**config.mk**
```make
export PLATFORM = sky130hd
export DESIGN_NAME = ptpts_device_flat
export DESIGN_NICKNAME = d
export VERILOG_FILES = /design/src/common/ptpts_pkg.sv /design/src/common/ptpts_if.sv /design/src/core/ptpts_device.sv /design/src/flat_wrapper.sv
export SDC_FILE = /design/constraint.sdc
export NUM_CORES = 1
export LEC_CHECK = 0
export ABC_AREA = 1
export BUFFER_PORTS_ARGS = -buffer_cell sky130_fd_sc_hd__buf_2
export CAP_MARGIN = 20
export CORE_AREA = 2 2 225 227
export CTS_CLUSTER_DIAMETER = 60
export DETAILED_ROUTE_END_ITERATION = 10
export DIE_AREA = 0 0 227 229
export GPL_ROUTABILITY_DRIVEN = 0
export SLEW_MARGIN = 15
export SYNTH_ARGS = -nofsm -noshare
export SYNTH_HDL_FRONTEND = slang
export SYNTH_SLANG_ARGS = --single-unit
```
**constraint.sdc**
```tcl
create_clock -name clk -period 1.6 [get_ports clk]
set_clock_uncertainty 0.15 [all_clocks]
set_input_delay 0.24 -clock clk [delete_from_list [all_inputs] [get_ports clk]]
set_output_delay 0.24 -clock clk [all_outputs]
set_load 0.005 [all_outputs]
```
**src/common/ptpts_pkg.sv**
```systemverilog
// Purpose: Shared constants and types for the packet timestamping block
// Assumes: One 10 MHz clock, 64-bit stream words, timer input in this clock domain
// Notes: Timestamp format is chosen here at build time
//
// Overview of operation
// RL1: Two-step supported; one-step returns a timestamp but never modifies frames
// RL2: Timestamp frames on transmit and receive paths
// RL3: Time-of-day: 48-bit seconds plus 32-bit nanoseconds
// RL4: Correction format: signed 64-bit scaled nanoseconds
// RL5: Timer source counts up, wraps at maximum
// RL6: Two-step timestamp always corrected to reference plane
// RL7: One-step correction set by latency adjust input
// RL8: Client gives command with every frame start
// RL9: Time-of-day: return full 80-bit timestamp
// RL10: Correction format: return 64 bits, upper zero
// RL11: One-step time-of-day insertion at command offset (not built: offset ignored, frame passes unchanged)
// RL12: One-step correction add and overwrite at offset (not built: frame passes unchanged)
// RL13: One-step frame types raw, UDP/IPv4, UDP/IPv6 (not built: no frame type parsing, frame passes unchanged)
// RL14: One-step UDP checksum incremental update (not built: checksum flag ignored)
// RL15: One-step FCS computed after all modifications
// RL16: Two-step accepts every time protocol frame type
// RL17: Two-step returns timestamp with command tag
// RL18: No operation: no timestamp, frame unchanged
// RL19: Client zeroes timestamp bytes for checksum
// RL20: Client keeps checksum-to-correction distance fixed
// RL21: Receive timestamps every frame, always active
// RL22: Receive keeps start-of-packet timestamps, 80-bit output
package ptpts_pkg;

	// ------------------------------------------------------------
	// Build options and widths
	// ------------------------------------------------------------
	localparam logic FMT_CORRECTION = 1'b0; // 0: time-of-day, 1: correction field
	localparam int DATA_W = 64;
	localparam int TS_W = 80;
	localparam int SEC_W = 48;
	localparam int NS_W = 32;
	localparam int CF_W = 64;
	localparam int TAG_W = 16;
	localparam int OFS_W = 16;
	localparam int ADJ_W = 11;
	localparam int CF_FRAC_BITS = 16;

	// ------------------------------------------------------------
	// Timing constants
	// ------------------------------------------------------------
	localparam int CLK_PERIOD_NS = 100;
	localparam logic [NS_W-1:0] NS_PER_SEC = 32'h3B9A_CA00;
	// Fixed offset from two-step capture point to reference plane
	localparam int TWOSTEP_CORR_TIME_NS = 200;
	localparam logic [NS_W-1:0] TWOSTEP_CORR_NS = NS_W'(TWOSTEP_CORR_TIME_NS);
	localparam int TWOSTEP_CORR_CYC = (TWOSTEP_CORR_TIME_NS + CLK_PERIOD_NS - 1) / CLK_PERIOD_NS;
	localparam logic [ADJ_W-1:0] LAT_ADJ_RESET = 11'h000;

	// ------------------------------------------------------------
	// Command encodings
	// ------------------------------------------------------------
	typedef enum logic [1:0] {
		PTPTS_OP_NOP = 2'h0,
		PTPTS_OP_ONESTEP = 2'h1,
		PTPTS_OP_TWOSTEP = 2'h2,
		PTPTS_OP_RSVD = 2'h3
	} ptpts_op_t;

	localparam logic [TS_W-1:0] TS_RESET = 80'h0000_0000_0000_0000_0000;
	localparam logic [DATA_W-1:0] DATA_RESET = 64'h0000_0000_0000_0000;
	localparam logic [TAG_W-1:0] TAG_RESET = 16'h0000;

endpackage

```
**src/common/ptpts_if.sv**
```systemverilog
`timescale 1ns/1ps
// Purpose: System-side stream link between the timestamping device and client logic
// Assumes: Both ends on one clock; no back-pressure on this link
// Notes: Command fields are read only with the start-of-packet word
interface ptpts_if;
	// Transmit stream and per-frame command
	logic tx_valid;
	logic tx_sop;
	logic tx_eop;
	logic [ptpts_pkg::DATA_W-1:0] tx_data;
	ptpts_pkg::ptpts_op_t tx_op;
	logic [ptpts_pkg::TAG_W-1:0] tx_tag;
	logic [ptpts_pkg::OFS_W-1:0] tx_offset;
	logic tx_udp_upd;
	// Timestamp return for two-step and one-step frames
	logic ts_valid;
	logic [ptpts_pkg::TAG_W-1:0] ts_tag;
	logic [ptpts_pkg::TS_W-1:0] ts_value;
	// Receive stream with start-of-packet timestamp
	logic rx_ena;
	logic rx_sop;
	logic rx_eop;
	logic [ptpts_pkg::DATA_W-1:0] rx_data;
	logic [ptpts_pkg::TS_W-1:0] rx_ts;

	modport device (
		input tx_valid, tx_sop, tx_eop, tx_data, tx_op, tx_tag, tx_offset, tx_udp_upd,
		output ts_valid, ts_tag, ts_value,
		output rx_ena, rx_sop, rx_eop, rx_data, rx_ts
	);
	modport client (
		output tx_valid, tx_sop, tx_eop, tx_data, tx_op, tx_tag, tx_offset, tx_udp_upd,
		input ts_valid, ts_tag, ts_value,
		input rx_ena, rx_sop, rx_eop, rx_data, rx_ts
	);
endinterface

```
**src/core/ptpts_device.sv**
```systemverilog
`timescale 1ns/1ps
// Purpose: Egress and ingress packet timestamping beside an Ethernet MAC
// Assumes: Timer input is in this clock domain and advances on its own
// Notes: One-step commands return a timestamp but never edit the frame
module ptpts_device (
	input wire logic clk,
	input wire logic nrst,
	ptpts_if.device link,
	input wire logic [ptpts_pkg::TS_W-1:0] timer,
	input wire logic [ptpts_pkg::ADJ_W-1:0] lat_adjust,
	output logic line_tx_valid,
	output logic line_tx_sop,
	output logic line_tx_eop,
	output logic [ptpts_pkg::DATA_W-1:0] line_tx_data,
	output logic line_tx_err,
	input wire logic line_rx_ena,
	input wire logic line_rx_sop,
	input wire logic line_rx_eop,
	input wire logic [ptpts_pkg::DATA_W-1:0] line_rx_data
);

	typedef enum logic [1:0] {
		PTPTS_TX_IDLE = 2'b01,
		PTPTS_TX_FRAME = 2'b10
	} ptpts_txst_t;

	typedef struct packed {
		ptpts_txst_t tx_st;
		logic line_valid;
		logic line_sop;
		logic line_eop;
		logic [ptpts_pkg::DATA_W-1:0] line_data;
		logic line_err;
		logic ts_valid;
		logic [ptpts_pkg::TAG_W-1:0] ts_tag;
		logic [ptpts_pkg::TS_W-1:0] ts_value;
		logic rx_ena;
		logic rx_sop;
		logic rx_eop;
		logic [ptpts_pkg::DATA_W-1:0] rx_data;
		logic [ptpts_pkg::TS_W-1:0] rx_ts;
	} ptpts_dst_t;

	ptpts_dst_t s_q;
	ptpts_dst_t s_d;

	// ------------------------------------------------------------
	// Timestamp arithmetic
	// ------------------------------------------------------------
	// Adds a nanosecond correction in the build's format.
	// Time-of-day carries a nanosecond overflow into seconds; the
	// correction format adds scaled nanoseconds and wraps freely.
	function automatic logic [ptpts_pkg::TS_W-1:0] ts_add(
		input logic [ptpts_pkg::TS_W-1:0] t,
		input logic [ptpts_pkg::NS_W-1:0] corr
	);
		logic [ptpts_pkg::NS_W:0] ns_sum;
		logic [ptpts_pkg::SEC_W-1:0] sec;
		logic [ptpts_pkg::CF_W-1:0] cf;
		logic [ptpts_pkg::TS_W-1:0] r;
		ns_sum = {1'b0, t[ptpts_pkg::NS_W-1:0]} + {1'b0, corr};
		sec = t[ptpts_pkg::TS_W-1:ptpts_pkg::NS_W];
		cf = t[ptpts_pkg::CF_W-1:0] + {16'h0000, corr, 16'h0000};
		if (ptpts_pkg::FMT_CORRECTION) begin
			r = {16'h0000, cf}; // RL4 RL10
		end else begin
			if (ns_sum >= {1'b0, ptpts_pkg::NS_PER_SEC}) begin
				ns_sum = ns_sum - {1'b0, ptpts_pkg::NS_PER_SEC};
				sec = sec + 48'h0000_0000_0001;
			end
			r = {sec, ns_sum[ptpts_pkg::NS_W-1:0]}; // RL3 RL9
		end
		return r;
	endfunction

	// Timer view in the build's format, unused upper bits forced low
	logic [ptpts_pkg::TS_W-1:0] timer_fmt;
	assign timer_fmt = ptpts_pkg::FMT_CORRECTION ?
		{16'h0000, timer[ptpts_pkg::CF_W-1:0]} : timer; // RL3 RL4 RL5

	// Corrections for the two capture points
	logic [ptpts_pkg::TS_W-1:0] ts_twostep;
	logic [ptpts_pkg::TS_W-1:0] ts_onestep;
	assign ts_twostep = ts_add(timer_fmt, ptpts_pkg::TWOSTEP_CORR_NS); // RL6
	assign ts_onestep = ts_add(timer_fmt, {21'h00_0000, lat_adjust}); // RL7

	// Start word of a transmit frame, taken and stamped even inside a frame.
	// Offset and checksum flag of the command are never read: one-step
	// edits are not built, so those fields carry no meaning here and a
	// later release can pick them up without touching the link.
	logic tx_start;
	assign tx_start = link.tx_valid && link.tx_sop;

	// ------------------------------------------------------------
	// Next state
	// ------------------------------------------------------------
	always_comb begin
		s_d = s_q;

		// Transmit pass-through: frames leave unchanged in every mode,
		// so the FCS appended downstream always covers the final bytes.
		s_d.line_valid = link.tx_valid;
		s_d.line_sop = link.tx_valid & link.tx_sop;
		s_d.line_eop = link.tx_valid & link.tx_eop;
		s_d.line_data = link.tx_data; // RL18 RL15
		s_d.line_err = 1'b0;

		// Frame tracking flags a start inside a frame or data outside one
		case (s_q.tx_st)
			PTPTS_TX_IDLE: begin
				if (link.tx_valid && !link.tx_sop) begin
					s_d.line_err = 1'b1;
				end
				if (tx_start && !link.tx_eop) begin
					s_d.tx_st = PTPTS_TX_FRAME;
				end
			end
			PTPTS_TX_FRAME: begin
				if (tx_start) begin
					s_d.line_err = 1'b1;
				end
				if (link.tx_valid && link.tx_eop) begin
					s_d.tx_st = PTPTS_TX_IDLE;
				end
			end
			default: begin
				s_d.tx_st = PTPTS_TX_IDLE;
			end
		endcase

		// Timestamp capture on the start word, command read only there
		s_d.ts_valid = 1'b0;
		if (tx_start) begin
			case (link.tx_op)
				ptpts_pkg::PTPTS_OP_TWOSTEP: begin
					// Any frame type, no parsing of the payload
					s_d.ts_valid = 1'b1; // RL2 RL16
					s_d.ts_tag = link.tx_tag; // RL17
					s_d.ts_value = ts_twostep; // RL6 RL9 RL10
				end
				ptpts_pkg::PTPTS_OP_ONESTEP: begin
					// Insertion, correction add and checksum fix-up are not
					// built: offset and checksum flag are ignored and the
					// frame passes as is, only the timestamp comes back.
					s_d.ts_valid = 1'b1; // RL1 RL11 RL12 RL13 RL14
					s_d.ts_tag = link.tx_tag;
					s_d.ts_value = ts_onestep; // RL7 RL9 RL10
				end
				default: begin
					// No operation and the reserved code take no timestamp
					s_d.ts_valid = 1'b0; // RL18
				end
			endcase
		end

		// Receive: every frame stamped, no parsing, never disabled.
		// Stamp is kept only on start words and rides with that word.
		s_d.rx_ena = line_rx_ena; // RL21
		s_d.rx_sop = line_rx_ena & line_rx_sop;
		s_d.rx_eop = line_rx_ena & line_rx_eop;
		s_d.rx_data = line_rx_data;
		if (line_rx_ena && line_rx_sop) begin
			s_d.rx_ts = timer_fmt; // RL2 RL21 RL22
		end
	end

	// ------------------------------------------------------------
	// State register
	// ------------------------------------------------------------
	always_ff @(posedge clk or negedge nrst) begin
		if (!nrst) begin
			s_q.tx_st <= PTPTS_TX_IDLE;
			s_q.line_valid <= 1'b0;
			s_q.line_sop <= 1'b0;
			s_q.line_eop <= 1'b0;
			s_q.line_data <= ptpts_pkg::DATA_RESET;
			s_q.line_err <= 1'b0;
			s_q.ts_valid <= 1'b0;
			s_q.ts_tag <= ptpts_pkg::TAG_RESET;
			s_q.ts_value <= ptpts_pkg::TS_RESET;
			s_q.rx_ena <= 1'b0;
			s_q.rx_sop <= 1'b0;
			s_q.rx_eop <= 1'b0;
			s_q.rx_data <= ptpts_pkg::DATA_RESET;
			s_q.rx_ts <= ptpts_pkg::TS_RESET;
		end else begin
			s_q <= s_d;
		end
	end

	// ------------------------------------------------------------
	// Outputs, all straight from the state register
	// ------------------------------------------------------------
	assign line_tx_valid = s_q.line_valid;
	assign line_tx_sop = s_q.line_sop;
	assign line_tx_eop = s_q.line_eop;
	assign line_tx_data = s_q.line_data;
	assign line_tx_err = s_q.line_err;
	assign link.ts_valid = s_q.ts_valid;
	assign link.ts_tag = s_q.ts_tag;
	assign link.ts_value = s_q.ts_value;
	assign link.rx_ena = s_q.rx_ena;
	assign link.rx_sop = s_q.rx_sop;
	assign link.rx_eop = s_q.rx_eop;
	assign link.rx_data = s_q.rx_data;
	assign link.rx_ts = s_q.rx_ts;

endmodule

```
**src/flat_wrapper.sv**
```systemverilog
// flat-port wrapper written by rule: the top's interface ports become plain ports
module ptpts_device_flat 
  (clk, nrst, timer, lat_adjust, line_tx_valid, line_tx_sop, line_tx_eop, line_tx_data, line_tx_err, line_rx_ena, line_rx_sop, line_rx_eop, line_rx_data, link_tx_valid, link_tx_sop, link_tx_eop, link_tx_data, link_tx_op, link_tx_tag, link_tx_offset, link_tx_udp_upd, link_ts_valid, link_ts_tag, link_ts_value, link_rx_ena, link_rx_sop, link_rx_eop, link_rx_data, link_rx_ts);
  ptpts_if link_i ();
  input wire logic clk;
  input wire logic nrst;
  input wire logic [ptpts_pkg::TS_W-1:0] timer;
  input wire logic [ptpts_pkg::ADJ_W-1:0] lat_adjust;
  output logic line_tx_valid;
  output logic line_tx_sop;
  output logic line_tx_eop;
  output logic [ptpts_pkg::DATA_W-1:0] line_tx_data;
  output logic line_tx_err;
  input wire logic line_rx_ena;
  input wire logic line_rx_sop;
  input wire logic line_rx_eop;
  input wire logic [ptpts_pkg::DATA_W-1:0] line_rx_data;
  input wire logic [$bits(link_i.tx_valid)-1:0] link_tx_valid;
  input wire logic [$bits(link_i.tx_sop)-1:0] link_tx_sop;
  input wire logic [$bits(link_i.tx_eop)-1:0] link_tx_eop;
  input wire logic [$bits(link_i.tx_data)-1:0] link_tx_data;
  input wire logic [$bits(link_i.tx_op)-1:0] link_tx_op;
  input wire logic [$bits(link_i.tx_tag)-1:0] link_tx_tag;
  input wire logic [$bits(link_i.tx_offset)-1:0] link_tx_offset;
  input wire logic [$bits(link_i.tx_udp_upd)-1:0] link_tx_udp_upd;
  output wire logic [$bits(link_i.ts_valid)-1:0] link_ts_valid;
  output wire logic [$bits(link_i.ts_tag)-1:0] link_ts_tag;
  output wire logic [$bits(link_i.ts_value)-1:0] link_ts_value;
  output wire logic [$bits(link_i.rx_ena)-1:0] link_rx_ena;
  output wire logic [$bits(link_i.rx_sop)-1:0] link_rx_sop;
  output wire logic [$bits(link_i.rx_eop)-1:0] link_rx_eop;
  output wire logic [$bits(link_i.rx_data)-1:0] link_rx_data;
  output wire logic [$bits(link_i.rx_ts)-1:0] link_rx_ts;
  assign link_i.tx_valid = link_tx_valid;
  assign link_i.tx_sop = link_tx_sop;
  assign link_i.tx_eop = link_tx_eop;
  assign link_i.tx_data = link_tx_data;
  assign link_i.tx_op = link_tx_op;
  assign link_i.tx_tag = link_tx_tag;
  assign link_i.tx_offset = link_tx_offset;
  assign link_i.tx_udp_upd = link_tx_udp_upd;
  assign link_ts_valid = link_i.ts_valid;
  assign link_ts_tag = link_i.ts_tag;
  assign link_ts_value = link_i.ts_value;
  assign link_rx_ena = link_i.rx_ena;
  assign link_rx_sop = link_i.rx_sop;
  assign link_rx_eop = link_i.rx_eop;
  assign link_rx_data = link_i.rx_data;
  assign link_rx_ts = link_i.rx_ts;
  ptpts_device u_core (.clk(clk), .nrst(nrst), .link(link_i), .timer(timer), .lat_adjust(lat_adjust), .line_tx_valid(line_tx_valid), .line_tx_sop(line_tx_sop), .line_tx_eop(line_tx_eop), .line_tx_data(line_tx_data), .line_tx_err(line_tx_err), .line_rx_ena(line_rx_ena), .line_rx_sop(line_rx_sop), .line_rx_eop(line_rx_eop), .line_rx_data(line_rx_data));
endmodule
```
Word level (Yosys, flattened, before mapping):

Cells that the tools add are included.

* output and inout bits: 312
* word-level logic and storage cells: 55
* register bits after elaboration: 314

* mux-type cells: 13
* bitwise operators: 4
* reductions and logical operators: 11
* equal/unequal tests: 6
* $add $sub $neg: 5
* order comparisons: 2

Operators with widths (count)
* one-hot mux 96 bit (2 select lines): 1
* two-way mux 97 bit: 1
* two-way mux 48 bit: 2
* >= comparator 33 x 30 -> 1 bit (second input constant): 2
* two-way mux 32 bit: 2
* subtractor 32 x 30 -> 32 bit (second input constant): 2
* adder 48 x 1 -> 48 bit (second input constant): 1
* adder 32 x 11 -> 33 bit: 1
* adder 32 x 8 -> 33 bit (second input constant): 1
* logical AND 1 bit: 5
* bitwise AND 1 bit: 4
* equality test 2 x 1 -> 1 bit (second input constant): 2
* equality test 2 bit (second input constant): 2
* two-way mux 2 bit: 2
* != test 2 x 1 -> 1 bit (second input constant): 2
* one-hot mux 2 bit (2 select lines): 1
* AND reduction 2 bit: 2
* two-way mux 1 bit: 3
* logical NOT 1 bit: 2
* one-hot mux 1 bit (2 select lines): 1
* nonzero test 2 bit: 1
* OR reduction 2 bit: 1

Logic depth before layout (Yosys ltp):

Gate-level depths: netlist of the first run.

* word-level depth: 5
* depth in mapped cells: 25
* gate-level depth less buffers: 24

Least setup slack after synthesis of the first run:

Ideal clock, no wire load.

* path type: input to register
* start point: input timer[0] (netlist name)
* end point: register, netlist name u_core.link.ts_value[49]
* data arrival time: 2.872 ns
* slack: -1.539 ns
* library setup time: 0.117 ns
* data required time: 1.333 ns
* stages on the path: 22
* cell sequence: ha_1 fa_1 nand3_1 nand3_1 nand2_1 nand2_1 nand2_1 nand2_1 nand3_1 nand2_2 nor2_1 nand2_1 nor2_2 nand3_4 nand3_2 buf_6 buf_4 nand2_1 nand2_1 o21ai_1 nand2_1 nand2_1

* cells in the longest elaborated chain, start to end: 4

Ends and longest elaborated chain
* start, declared: RTL line flat_wrapper.sv:7 `input wire logic [ptpts_pkg::TS_W-1:0] timer;`
* adder 32 x 11 -> 33 bit / adder 32 x 8 -> 33 bit (equally long branches): RTL line ptpts_device.sv:61 `ns_sum = {1'b0, t[ptpts_pkg::NS_W-1:0]} + {1'b0, corr};`
* >= comparator 33 x 30 -> 1 bit: RTL line ptpts_device.sv:67 `if (ns_sum >= {1'b0, ptpts_pkg::NS_PER_SEC}) begin`
* two-way mux 48 bit: RTL line ptpts_device.sv:67
* one-hot mux 96 bit (2 select lines) (*): RTL line ptpts_device.sv:134 `case (link.tx_op)`

Every way passes the cells marked *; elsewhere a longest branch is shown, timed or not. The select of a mux whose other input is x is not followed.
A chain may end at the register's enable or synchronous reset.

Worst setup path after layout of the first run:

* start point: input timer[0] (netlist name)
* end point: register, netlist name u_core.link.ts_value[74]

* cells in the longest elaborated chain, start to end: 4

Ends and longest elaborated chain (RTL line)
* adder 32 x 11 -> 33 bit / adder 32 x 8 -> 33 bit (equally long branches): ptpts_device.sv:61
* >= comparator 33 x 30 -> 1 bit: ptpts_device.sv:67
* two-way mux 48 bit: ptpts_device.sv:67
* one-hot mux 96 bit (2 select lines) (*): ptpts_device.sv:134

Marks and branches as above.

==> results of run 1 <==
[registers in the layout (all words and copies together) (netlist names)]
register	count
u_core.line_tx_data	64
u_core.line_tx_eop	1
u_core.line_tx_err	1
u_core.line_tx_sop	1
u_core.line_tx_valid	1
u_core.link.rx_data	64
u_core.link.rx_ena	1
u_core.link.rx_eop	1
u_core.link.rx_sop	1
u_core.link.rx_ts	80
u_core.link.ts_tag	16
u_core.link.ts_valid	1
u_core.link.ts_value	80
u_core.s_q	2
[report_power, final]
part / switching (mW) / total (mW) / internal (mW)
clock: 3.81 / 9.34 / 5.53
combinational: 3.90 / 7.38 / 3.48
sequential: 0.628 / 9.60 / 8.98
total: 8.34 / 26.3 / 18.0
[path summary, 6_finish.rpt]
kind	slack [ns]	cells after the start	end
setup / recovery	-1.14	24	u_core.link.ts_value[74]
hold / removal	0.002	2	u_core.link.rx_ts[72]
min in group clk	0.02	4	u_core.link.rx_ts[37]
max in group asynchronous	0.65	4	u_core.line_tx_data[53]
setup reg to reg	0.16	5	u_core.s_q[312]
hold reg to reg	0.32	2	u_core.link.ts_value[42]
[stage by stage]
| stage | worst slack (ns) | instances | TNS, ns |
|---|---|---|---|
| 3_3_place_gp | -1.84 | 4051 | -127.44 |
| 2_1_floorplan | -1.20 | 2719 | -83.45 |
| 6_report | -1.14 | 4423 | -75.96 |
| 5_1_grt | -1.27 | 4422 | -84.03 |
| 4_1_cts | -1.04 | 4377 | -74.42 |
| 3_5_place_dp | -1.89 | 4051 | -131.56 |
[Yosys cell counts, types with 5 or more instances]
cell | n | area share, %
buf_2 | 14 | 0.36
nand3b_1 | 5 | 0.19
nand4_1 | 47 | 1.5
inv_2 | 10 | 0.19
inv_1 | 215 | 4.1
o21ai_1 | 42 | 1.1
dfrtp_1 | 313 | 40
xor2_1 | 68 | 3.0
nand2_2 | 7 | 0.22
nor3_1 | 27 | 0.69
nand3_1 | 156 | 4.0
nor2_2 | 8 | 0.25
buf_6 | 6 | 0.34
o21ai_0 | 90 | 2.3
nor2_4 | 7 | 0.40
clkbuf_1 | 49 | 0.93
a21oi_1 | 58 | 1.5
nor2_1 | 204 | 3.9
a31oi_1 | 7 | 0.22
ha_1 | 18 | 1.1
o211ai_1 | 39 | 1.5
buf_1 | 8 | 0.15
buf_4 | 314 | 12
nor4_1 | 9 | 0.29
nand2_1 | 965 | 18
[final cells by class]
| class | count | area share (%) |
|---|---|---|
| Sequential cell | 314 | 25.7 |
| Tap cell | 672 | 2.75 |
| Clock inverter | 22 | 0.790 |
| Antenna cell | 22 | 0.180 |
| Inverter | 228 | 2.82 |
| Clock buffer | 49 | 3.65 |
| Timing Repair Buffer | 1330 | 32.3 |
| Multi-Input combinational cell | 1786 | 31.8 |
[metal layers]
layer | vias to the layer above | wire length [um]
li1 | 10300 | -
met1 | 10200 | 30600
met2 | 954 | 39600
met3 | 269 | 5790
met4 | 2 | 5590
met5 | - | 13
[cell families (layout without fill, tap and decap cells)]
logic type	Yosys count	after routing	synth area share, %
AOI/OAI and AO/OA	245	245	6.90
xor gates and xnor gates	72	72	3.28
adders and majority gates	19	19	1.25
buffers and inverters	619	1629	18.1
DFF	314	314	39.9
other	0	22	0
and+or+nand+nor	1450	1450	30.5
[what timing repair did]
action | 4_1_cts | 5_1_grt
buffers inserted | 41 | 21
hold buffers | 206 | 0
gates resized for setup | 181 | 219
endpoints found under the hold margin | 526 | 0
cloned | 8 | 6
pin swaps | 58 | 90
endpoints found under the setup margin | 72 | 94
==> impl_metrics.prom, run 1 <==
# TYPE chip_impl_metric gauge
chip_impl_metric{name="io_pins",unit=""} 574
chip_impl_metric{name="vias_per_cell",unit=""} 4.91
chip_impl_metric{name="first_global_vias",unit=""} 21600
chip_impl_info{name="most_crowded_layer_gr",value="met2"} 1
chip_impl_metric{name="num-nets-final",unit=""} 3982
chip_impl_info{name="cts-root-buf",value="clkbuf_16"} 1
chip_impl_metric{name="gr-usage-met2",unit="%"} 50.5
chip_impl_metric{name="drcViolationCount",unit=""} 0
chip_impl_metric{name="globalRouteTotalUtil",unit="%"} 30.1
chip_impl_metric{name="maxCapViolCount",unit=""} 0
chip_impl_metric{name="synth.avg_cell_area",unit="sq um"} 7.24
chip_impl_metric{name="dr.pass1.iters",unit=""} 7
chip_impl_metric{name="die_w",unit="um"} 227
chip_impl_metric{name="vdd_drop_max",unit="uV"} 636
chip_impl_metric{name="fmaxAchievable",unit="GHz"} 0.365
chip_impl_metric{name="power.leakage",unit="nW"} 16.0
chip_impl_metric{name="final-max-slew-violation-count",unit=""} 0
chip_impl_metric{name="core",unit="sq um"} 49700
chip_impl_metric{name="initial_utilization",unit="%"} 39.6
chip_impl_metric{name="synthesis_warning_total",unit=""} 0
chip_impl_metric{name="clock_tree.htree_level_count",unit=""} 2
chip_impl_metric{name="synth_seq_area_share",unit="%"} 39.9
chip_impl_metric{name="clock_pin_slew_worst_setup_and_hold_paths",unit="ns"} 0.06
chip_impl_info{name="endpoint_kind",value="flip-flop"} 1
chip_impl_metric{name="post-dp-hpwl",unit="mm"} 58.9
chip_impl_metric{name="die_h",unit="um"} 229
chip_impl_metric{name="antenna_found_initial",unit=""} 23
chip_impl_metric{name="layout.cell_area.non_filler",unit="sq um"} 30600
chip_impl_metric{name="total_power",unit="mW"} 26.3
chip_impl_info{name="layout.cells.most_common",value="nand2_1"} 1
chip_impl_metric{name="final_min_period_over_clock_period",unit="%"} 171
chip_impl_metric{name="synth_cell_types",unit=""} 46
chip_impl_metric{name="gr-usage-met3",unit="%"} 5.75
chip_impl_metric{name="tightest_slew",unit="ns"} 0.416
chip_impl_metric{name="critical_path.n_buffers_inverters",unit=""} 3
chip_impl_metric{name="synth_seq_cells",unit=""} 314
chip_impl_metric{name="postLayoutCoreUtil",unit="%"} 61.5
chip_impl_metric{name="cp.arrival",unit="ns"} 3.08
chip_impl_metric{name="required",unit="ns"} 1.94
chip_impl_metric{name="cts.path.max_buffers",unit=""} 3
chip_impl_metric{name="hold_worst_slack",unit="ns"} 0.00237
chip_impl_metric{name="antenna_left",unit=""} 0
chip_impl_info{name="violations",value="negative setup slack"} 1
chip_impl_info{name="tritoncts",value="yes"} 1
chip_impl_metric{name="synth.net_count",unit=""} 3000
chip_impl_info{name="cpMostUsedCell",value="nand2_4"} 1
chip_impl_metric{name="sequential_cell_area",unit="sq um"} 7860
chip_impl_metric{name="grt_max_degree",unit=""} 62
chip_impl_info{name="timing.critical_path.max_delay_family",value="simple AND/OR/NAND/NOR gates"} 1
chip_impl_info{name="critical_path.reg2reg.startpoint",value="u_core.s_q[312]"} 1
chip_impl_metric{name="multi_input_comb_area",unit="sq um"} 9710
chip_impl_metric{name="synthToLayoutAreaGrowth",unit="%"} 55.3
chip_impl_metric{name="crit_path_max_incr_delay",unit="ns"} 0.38
chip_impl_metric{name="avgRoutedWirePerCell",unit="um"} 18.4
chip_impl_info{name="start_kind",value="primary input"} 1
chip_impl_metric{name="fraction_of_layout_cells_with_a_size_suffix_above_1",unit="%"} 41.5
chip_impl_metric{name="grt_pass1_wl",unit="mm"} 121
chip_impl_info{name="cp_slowest_cell",value="fa_2"} 1
chip_impl_info{name="holdCritPathClass",value="primary input to async pin"} 1
chip_impl_metric{name="power.density_cell_area",unit="nW/um^2"} 861
chip_impl_info{name="most-common-layout-cells",value="818 x nand2_1, 545 x buf_2, 500 x buf_4, 313 x dfrtp_1, 205 x dlygate4sd3_1"} 1
chip_impl_metric{name="finalSetupViolations",unit=""} 71
chip_impl_metric{name="die_area",unit="sq um"} 52000
chip_impl_metric{name="detail_route.wirelength",unit="mm"} 81.6
chip_impl_metric{name="netlist_area",unit="sq um"} 19700
chip_impl_info{name="critical_path_class",value="primary input to flip-flop"} 1
chip_impl_metric{name="fin_ws",unit="ns"} -1.14
chip_impl_metric{name="async_set_or_reset_flop_fraction_in_the_synthesized_netlist",unit="%"} 100
chip_impl_metric{name="filler_cell_count",unit=""} 4318
chip_impl_info{name="ys.flop_type",value="dfrtp_1"} 1
chip_impl_metric{name="hold_viol_final",unit=""} 0
chip_impl_metric{name="cts_made_buffers",unit=""} 41
chip_impl_info{name="unrepaired_setup_endpoints_after_global_routing",value="true"} 1
chip_impl_metric{name="clock_sinks",unit=""} 314
chip_impl_metric{name="via_count",unit=""} 21700
chip_impl_metric{name="first_iter_violations",unit=""} 1748
chip_impl_info{name="critical_path.cell_chain",value="buf_8, ha_4, fa_2, nand3_2, nand3_4, nand2_4, nand2_4, nand2_4, nand2_8, nand3_4, nand2_4, nor2_4, nand2_2, nand2_4, nor2_4, nor2_4, nand3_4, buf_12, buf_12, nand2_1, nand2_1, o21ai_2, nand2_1, nand2_1"} 1
chip_impl_info{name="setup.worst_path.start",value="timer[0]"} 1
chip_impl_metric{name="slew_headroom",unit="%"} 72.2
chip_impl_metric{name="post-route-min-period",unit="ns"} 2.74
chip_impl_info{name="outcome",value="finished with violations"} 1
chip_impl_metric{name="number_of_enable_type_register_cells_in_the_synthesized_netlist",unit=""} 0
chip_impl_metric{name="worstSkewPairLatency",unit="ns"} 0.55
chip_impl_metric{name="fp-row-count",unit=""} 82
chip_impl_metric{name="gr_util_met1",unit="%"} 34.5
chip_impl_metric{name="place_area",unit="sq um"} 24900
chip_impl_metric{name="crit_fanout",unit=""} 9
chip_impl_metric{name="grt-ovfl-total",unit=""} 0
chip_impl_metric{name="post_synth_inst_count",unit=""} 2719
chip_impl_metric{name="place.port_buffers",unit=""} 556
Power figures use the tool's default switching activity.
==> inputs of run 2 (changes only) <==
Settings changed: ABC_AREA 1 to unset, SKIP_LAST_GASP set to 1.
==> impl_metrics.prom, run 2 <==
# TYPE chip_impl_metric gauge
chip_impl_metric{name="worstSkewPairLatency",unit="ns"} 0.56
chip_impl_info{name="cp_slowest_cell",value="a2111o_1"} 1
chip_impl_metric{name="grt-ovfl-total",unit=""} 0
chip_impl_metric{name="via_count",unit=""} 16900
chip_impl_metric{name="first_global_vias",unit=""} 17500
chip_impl_metric{name="maxCapViolCount",unit=""} 0
chip_impl_metric{name="clock_tree.htree_level_count",unit=""} 2
chip_impl_metric{name="vdd_drop_max",unit="uV"} 760
chip_impl_info{name="outcome",value="finished with violations"} 1
chip_impl_info{name="critical_path.reg2reg.startpoint",value="u_core.s_q[312]"} 1
chip_impl_metric{name="post-dp-hpwl",unit="mm"} 51.1
chip_impl_metric{name="final-max-slew-violation-count",unit=""} 0
chip_impl_info{name="critical_path_class",value="primary input to flip-flop"} 1
chip_impl_info{name="synth.cells.most_frequent",value="313 x dfrtp_1, 306 x buf_4, 180 x nand2_1"} 1
chip_impl_info{name="unrepaired_setup_endpoints_after_global_routing",value="true"} 1
chip_impl_metric{name="hold_viol_final",unit=""} 1
chip_impl_metric{name="share_comb_of_total_power",unit="%"} 25.0
chip_impl_metric{name="dr.pass1.iters",unit=""} 6
chip_impl_info{name="critical_path.cell_chain",value="buf_8, ha_4, fa_2, a21o_1, a221oi_4, o311a_1, xnor2_2, inv_1, ha_2, a2111o_1, a31o_4, a21oi_4, o211ai_4, buf_12, a311oi_4, buf_6, clkbuf_16, nand4_1, a31oi_1"} 1
chip_impl_metric{name="register_to_register_setup_slack",unit="ns"} 0.07
chip_impl_metric{name="pre_cts_ws",unit="ns"} -2.58
chip_impl_metric{name="drcViolationCount",unit=""} 0
chip_impl_metric{name="postLayoutCoreUtil",unit="%"} 54.3
chip_impl_metric{name="netlist_area",unit="sq um"} 17400
chip_impl_metric{name="finalSetupViolations",unit=""} 74
chip_impl_metric{name="clock_pin_slew_worst_setup_and_hold_paths",unit="ns"} 0.06
chip_impl_metric{name="final_min_period_over_clock_period",unit="%"} 225
chip_impl_metric{name="antenna_left",unit=""} 0
chip_impl_metric{name="fin_ws",unit="ns"} -1.99
chip_impl_metric{name="ff2ff_path_depth",unit=""} 5
chip_impl_info{name="r2r-end",value="u_core.s_q[312]"} 1
chip_impl_info{name="timing.critical_path.max_delay_family",value="compound AO/OA/AOI/OAI gates"} 1
chip_impl_metric{name="crit_fanout",unit=""} 7
chip_impl_metric{name="antenna_found_initial",unit=""} 20
chip_impl_metric{name="die_w",unit="um"} 227
chip_impl_info{name="post-synth-top-area-cell",value="dfrtp_1"} 1
chip_impl_metric{name="power.switching_fraction",unit="%"} 29.6
chip_impl_metric{name="cell_internal_pwr",unit="mW"} 18.2
chip_impl_info{name="cts-root-buf",value="clkbuf_16"} 1
chip_impl_metric{name="number_of_enable_type_register_cells_in_the_synthesized_netlist",unit=""} 0
chip_impl_metric{name="die_h",unit="um"} 229
chip_impl_metric{name="vias_per_cell",unit=""} 5.02
chip_impl_metric{name="io_pins",unit=""} 574
chip_impl_metric{name="synth_seq_cells",unit=""} 314
chip_impl_metric{name="detail_route.wirelength",unit="mm"} 70.3
chip_impl_metric{name="grt_pass1_wl",unit="mm"} 102
chip_impl_metric{name="fraction_of_layout_cells_with_a_size_suffix_above_1",unit="%"} 48.8
chip_impl_info{name="endpoint_kind",value="flip-flop"} 1
chip_impl_metric{name="crit_path_max_incr_delay",unit="ns"} 0.35
chip_impl_metric{name="synthToLayoutAreaGrowth",unit="%"} 54.7
chip_impl_metric{name="cp.arrival",unit="ns"} 3.93
chip_impl_metric{name="clock_sinks",unit=""} 314
chip_impl_metric{name="hold_worst_slack",unit="ns"} -0.00238
chip_impl_info{name="tritoncts",value="yes"} 1
chip_impl_info{name="top_regs",value="u_core.link.rx_ts x80, u_core.link.ts_value x80"} 1
chip_impl_metric{name="yosys.area.top_type_share",unit="%"} 44.9
chip_impl_metric{name="globalRouteTotalUtil",unit="%"} 25.7
chip_impl_metric{name="synth.net_count",unit=""} 2028
chip_impl_metric{name="cp.depth",unit=""} 19
chip_impl_metric{name="cts_made_buffers",unit=""} 41
chip_impl_metric{name="avgRoutedWirePerCell",unit="um"} 20.9
chip_impl_metric{name="switching_power",unit="mW"} 7.66
chip_impl_info{name="holdCritPathClass",value="primary input to flip-flop"} 1
chip_impl_metric{name="place.port_buffers",unit=""} 556
chip_impl_metric{name="async_set_or_reset_flop_fraction_in_the_synthesized_netlist",unit="%"} 100
chip_impl_info{name="setup.worst_path.end",value="u_core.link.ts_value[66]"} 1
chip_impl_metric{name="slew_headroom",unit="%"} 64.3
chip_impl_metric{name="synth_cell_types",unit=""} 94
chip_impl_metric{name="first_iter_violations",unit=""} 1130
chip_impl_metric{name="cts.path.max_buffers",unit=""} 3
chip_impl_info{name="cell_with_the_most_instances_after_synthesis",value="dfrtp_1"} 1
chip_impl_metric{name="tightest_slew",unit="ns"} 0.530
chip_impl_metric{name="power.density_cell_area",unit="nW/um^2"} 961
chip_impl_metric{name="post_synth_inst_count",unit=""} 1747
chip_impl_info{name="violations",value="negative hold slack, negative setup slack"} 1
chip_impl_info{name="setup.worst_path.start",value="timer[0]"} 1
chip_impl_metric{name="synth.avg_cell_area",unit="sq um"} 9.98
chip_impl_info{name="most-common-layout-cells",value="551 x buf_2, 394 x buf_4, 313 x dfrtp_1, 220 x dlygate4sd3_1, 177 x nand2_1"} 1
chip_impl_info{name="layout.cells.most_common",value="buf_2"} 1
chip_impl_metric{name="critical_path.n_buffers_inverters",unit=""} 5
chip_impl_metric{name="pwr-share-clk",unit="%"} 37.9
chip_impl_metric{name="core",unit="sq um"} 49700
chip_impl_metric{name="power.sequential.fraction",unit="%"} 37.0
chip_impl_info{name="post_synth_main_area_contributors",value="dfrtp_1 45%, buf_4 13%, mux2_2 4.3%"} 1
chip_impl_metric{name="grt_max_degree",unit=""} 59
chip_impl_metric{name="power.leakage",unit="nW"} 12.6
chip_impl_metric{name="initial_utilization",unit="%"} 35.1
chip_impl_metric{name="synth_seq_area_share",unit="%"} 45.1
chip_impl_info{name="ys.flop_type",value="dfrtp_1"} 1
chip_impl_metric{name="synthesis_warning_total",unit=""} 0
chip_impl_metric{name="num-nets-final",unit=""} 2921
chip_impl_metric{name="fmaxAchievable",unit="GHz"} 0.278
chip_impl_metric{name="required",unit="ns"} 1.94
chip_impl_metric{name="die_area",unit="sq um"} 52000
chip_impl_metric{name="fp-row-count",unit=""} 82
chip_impl_metric{name="post-route-min-period",unit="ns"} 3.59
chip_impl_info{name="start_kind",value="primary input"} 1
## run 2: worst min path at each step
stage	start	end	slack [ns]	cells after the start
after floorplan	nrst	u_core.line_tx_data[0]	-0.21	0
after global placement	nrst	u_core.link.rx_ts[17]	-0.02	1
after detailed placement	nrst	u_core.link.rx_ts[17]	-0.01	1
after CTS	timer[32]	u_core.link.ts_value[33]	-0.003	4
after global routing	timer[8]	u_core.link.rx_ts[8]	0.06	3
final	timer[32]	u_core.link.ts_value[33]	-0.002	4
## run 2: layer usage
metal	track usage, %	up-vias	part of all wire (%)	wire length [um]
li1	-	7685	-	-
met1	28.3	8285	36	25600
met2	45.8	686	50	35500
met3	5.49	210	7.2	5030
met4	14.4	2	5.9	4110
met5	0	-	0.019	13
## run 2: layout make-up
| type | count | area [sq um] |
|---|---|---|
| clock buffer | 53 | 1150 |
| clock inverter | 22 | 310 |
| antenna | 18 | 45.0 |
| multi-input combinational | 1023 | 7780 |
| fill | 4247 | 22700 |
| inverter | 34 | 133 |
| sequential | 314 | 7860 |
| tap | 672 | 841 |
| timing repair buffer | 1226 | 8840 |
## run 2: repair_timing
item | in CTS | in global routing
endpoints found under the setup margin | 75 | 86
hold endpoints to repair | 504 | 0
hold buffers | 221 | 0
gates cloned | 3 | 4
buffers inserted | 23 | 19
resized for setup | 79 | 99
pin swaps | 38 | 89
## run 2: worst min-delay path, stage by stage
cell     delay, ns
buf_2         0.12
ha_1          0.13
mux2i_1       0.06
o21ai_1       0.12
## run 2: kinds of logic after synthesis
| kind of cell | after synthesis | synth area share, % |
|---|---|---|
| adder cells (fa/ha/maj) | 19 | 1.41 |
| XOR/XNOR | 85 | 4.27 |
| AND/OR/NAND/NOR | 500 | 14.6 |
| flip-flops | 314 | 45.1 |
| multiplexers | 79 | 5.02 |
| buffers and inverters | 413 | 15.8 |
| AO/OA/AOI/OAI | 337 | 13.9 |
## run 2: through the flow
step	setup TNS [ns]	power, mW	area [sq um]	std cells	hold slack, ns
finish	-132.73	25.9	27000	3362	-0.00238
global route	-139.61	27.1	27000	3362	0.0597
CTS	-129.67	25.8	26200	3325	-0.00281
detailed placement	-180.06	15.3	21900	3006	-0.0131
global placement	-174.94	15.2	21900	3006	-0.0165
floorplan	-155.16	13.1	17700	1747	-0.206
## run 2: power by group through the flow
stage | clock network (mW) | logic [mW] | registers (mW)
2_1_floorplan | 0 | 3.61 | 9.51
4_1_cts | 10.0 | 6.27 | 9.57
5_1_grt | 10.4 | 6.99 | 9.70
3_5_place_dp | 0 | 5.62 | 9.69
6_report | 9.83 | 6.48 | 9.59
3_3_place_gp | 0 | 5.54 | 9.65
==> inputs of run 3 (changes only) <==
Settings changed: PLACE_DENSITY set to 0.56, SKIP_CTS_REPAIR_TIMING set to 1.
==> impl_metrics.prom, run 3 (synthesis results as in run 2) <==
# TYPE chip_impl_metric gauge
chip_impl_info{name="outcome",value="finished with violations"} 1
chip_impl_info{name="violations",value="negative hold slack, negative setup slack"} 1
chip_impl_metric{name="maxCapViolCount",unit=""} 0
chip_impl_metric{name="fp-row-count",unit=""} 82
chip_impl_metric{name="antenna_left",unit=""} 0
chip_impl_info{name="start_kind",value="primary input"} 1
chip_impl_metric{name="place.port_buffers",unit=""} 556
chip_impl_metric{name="fraction_of_layout_cells_with_a_size_suffix_above_1",unit="%"} 48.5
chip_impl_info{name="holdCritPathClass",value="primary input to flip-flop"} 1
chip_impl_metric{name="grt_max_degree",unit=""} 52
chip_impl_metric{name="vdd_drop_max",unit="uV"} 644
chip_impl_info{name="top_regs",value="u_core.link.rx_ts x80, u_core.link.ts_value x80"} 1
chip_impl_metric{name="core",unit="sq um"} 49700
chip_impl_metric{name="ff2ff_path_depth",unit=""} 5
chip_impl_metric{name="hold_worst_slack",unit="ns"} -0.0959
chip_impl_metric{name="dp_cells",unit=""} 2997
chip_impl_metric{name="fmaxAchievable",unit="GHz"} 0.280
chip_impl_metric{name="via_count",unit=""} 16300
chip_impl_info{name="unrepaired_setup_endpoints_after_global_routing",value="true"} 1
chip_impl_metric{name="layout.cells.non_filler",unit=""} 3325
chip_impl_info{name="most-common-layout-cells",value="551 x buf_2, 393 x buf_4, 313 x dfrtp_1, 213 x dlygate4sd3_1, 177 x nand2_1"} 1
chip_impl_metric{name="cts_made_buffers",unit=""} 41
chip_impl_metric{name="drcViolationCount",unit=""} 0
chip_impl_metric{name="slew_headroom",unit="%"} 60.2
chip_impl_metric{name="io_pins",unit=""} 574
chip_impl_metric{name="die_h",unit="um"} 229
chip_impl_metric{name="total_power",unit="mW"} 25.2
chip_impl_metric{name="first_iter_violations",unit=""} 1060
chip_impl_metric{name="cts.path.max_buffers",unit=""} 3
chip_impl_metric{name="avgRoutedWirePerCell",unit="um"} 20.1
chip_impl_metric{name="fin_ws",unit="ns"} -1.98
chip_impl_metric{name="detail_route.wirelength",unit="mm"} 67.0
chip_impl_metric{name="grt_pass1_wl",unit="mm"} 91.7
chip_impl_metric{name="post-route-min-period",unit="ns"} 3.58
chip_impl_info{name="hold_endpoint",value="u_core.link.rx_ts[1]"} 1
chip_impl_metric{name="finalSetupViolations",unit=""} 75
chip_impl_metric{name="post-dp-hpwl",unit="mm"} 50.1
chip_impl_metric{name="required",unit="ns"} 1.88
chip_impl_info{name="r2r-end",value="u_core.link.ts_value[28]"} 1
chip_impl_metric{name="crit_fanout",unit=""} 6
chip_impl_metric{name="synthToLayoutAreaGrowth",unit="%"} 51.8
chip_impl_info{name="critical_path_class",value="primary input to flip-flop"} 1
chip_impl_metric{name="clock_pin_slew_worst_setup_and_hold_paths",unit="ns"} 0.06
chip_impl_metric{name="first_global_vias",unit=""} 15300
chip_impl_metric{name="cp.arrival",unit="ns"} 3.86
chip_impl_info{name="tritoncts",value="yes"} 1
chip_impl_metric{name="hold_viol_final",unit=""} 5
chip_impl_info{name="critical_path.cell_chain",value="buf_8, ha_4, fa_2, a21o_1, a221oi_4, o311a_1, xnor2_2, inv_2, ha_4, a2111o_1, a31o_4, a21oi_4, o211ai_4, buf_6, buf_4, a311oi_4, buf_4, xnor2_1, o21ai_1"} 1
chip_impl_metric{name="antenna_found_initial",unit=""} 10
chip_impl_metric{name="final_min_period_over_clock_period",unit="%"} 223
chip_impl_metric{name="dr.pass1.iters",unit=""} 5
chip_impl_metric{name="tightest_slew",unit="ns"} 0.595
chip_impl_metric{name="grt-ovfl-total",unit=""} 0
chip_impl_metric{name="register_to_register_setup_slack",unit="ns"} 0.13
chip_impl_metric{name="pre_cts_ws",unit="ns"} -2.56
chip_impl_info{name="critical_path.reg2reg.startpoint",value="u_core.link.ts_value[28]"} 1
chip_impl_metric{name="postLayoutCoreUtil",unit="%"} 53.3
chip_impl_metric{name="die_w",unit="um"} 227
chip_impl_metric{name="clock_sinks",unit=""} 314
chip_impl_info{name="endpoint_kind",value="flip-flop"} 1
chip_impl_metric{name="final-max-slew-violation-count",unit=""} 0
chip_impl_metric{name="power.density_cell_area",unit="nW/um^2"} 953
chip_impl_info{name="cp_slowest_cell",value="fa_2"} 1
chip_impl_metric{name="globalRouteTotalUtil",unit="%"} 23.2
chip_impl_metric{name="initial_utilization",unit="%"} 35.1
chip_impl_info{name="layout.cells.most_common",value="buf_2"} 1
chip_impl_info{name="hold_start",value="timer[1]"} 1
chip_impl_metric{name="clock_tree.htree_level_count",unit=""} 2
chip_impl_metric{name="die_area",unit="sq um"} 52000
chip_impl_metric{name="power.leakage",unit="nW"} 12.4
chip_impl_metric{name="vias_per_cell",unit=""} 4.91
chip_impl_metric{name="crit_path_max_incr_delay",unit="ns"} 0.34
chip_impl_info{name="timing.critical_path.max_delay_family",value="compound AO/OA/AOI/OAI gates"} 1
chip_impl_metric{name="worstSkewPairLatency",unit="ns"} 0.55
chip_impl_info{name="cts-root-buf",value="clkbuf_16"} 1
chip_impl_metric{name="num-nets-final",unit=""} 2895
chip_impl_metric{name="critical_path.n_buffers_inverters",unit=""} 5
chip_impl_metric{name="worstHoldPathCells",unit=""} 2
==> run 3: changes by cell type in the layout (fill, tap and decap cells not counted), sizes merged <==
cell,before,now
diode,18,8
buf,1004,984
clkbuf,55,53
dlygate4sd3,220,213
inv,39,41
clkinvlp,3,4
clkinv,9,10
bufinv,5,3
==> run 3: per-stage QoR <==
step	TNS (ns)	instance area (sq um)
floorplan	-155.16	17700
global placement	-176.43	21900
global route	-137.72	26500
finish	-131.26	26500
CTS	-133.16	23300
detailed placement	-180.05	21900
==> run 3: how the worst max path moves through the flow <==
stage	start	to	slack, ns	cells after the start
4_1_cts	timer[0]	u_core.link.ts_value[54]	-2.00	18
3_3_place_gp	timer[0]	u_core.link.ts_value[45]	-2.53	19
5_1_grt	timer[0]	u_core.link.ts_value[36]	-2.07	19
3_5_place_dp	timer[0]	u_core.link.ts_value[45]	-2.56	19
2_1_floorplan	timer[0]	u_core.link.ts_value[61]	-2.28	16
6_report	timer[0]	u_core.link.ts_value[36]	-1.98	19
==> run 3: final cells by class <==
cell class,count,area [sq um]
fill,4445,23200
timing repair buffer,1200,8550
sequential,314,7860
multi-input combinational,1023,7690
clock buffer,50,1120
tap,672,841
clock inverter,24,263
inverter,34,133
antenna,8,20.0
==> run 3: report_power, final <==
part	switching, mW	total, mW	internal [mW]
Combinational	3.12	6.27	3.15
Clock	3.79	9.36	5.58
Sequential	0.592	9.59	9.00
==> run 3: per-layer routing <==
metal	global-route usage, %	up-vias	wire (um)
met4	9.72	0	3190
li1	-	7607	-
met2	41.3	598	34400
met3	5.13	184	4470
met1	26.5	7952	24900
met5	0	-	0
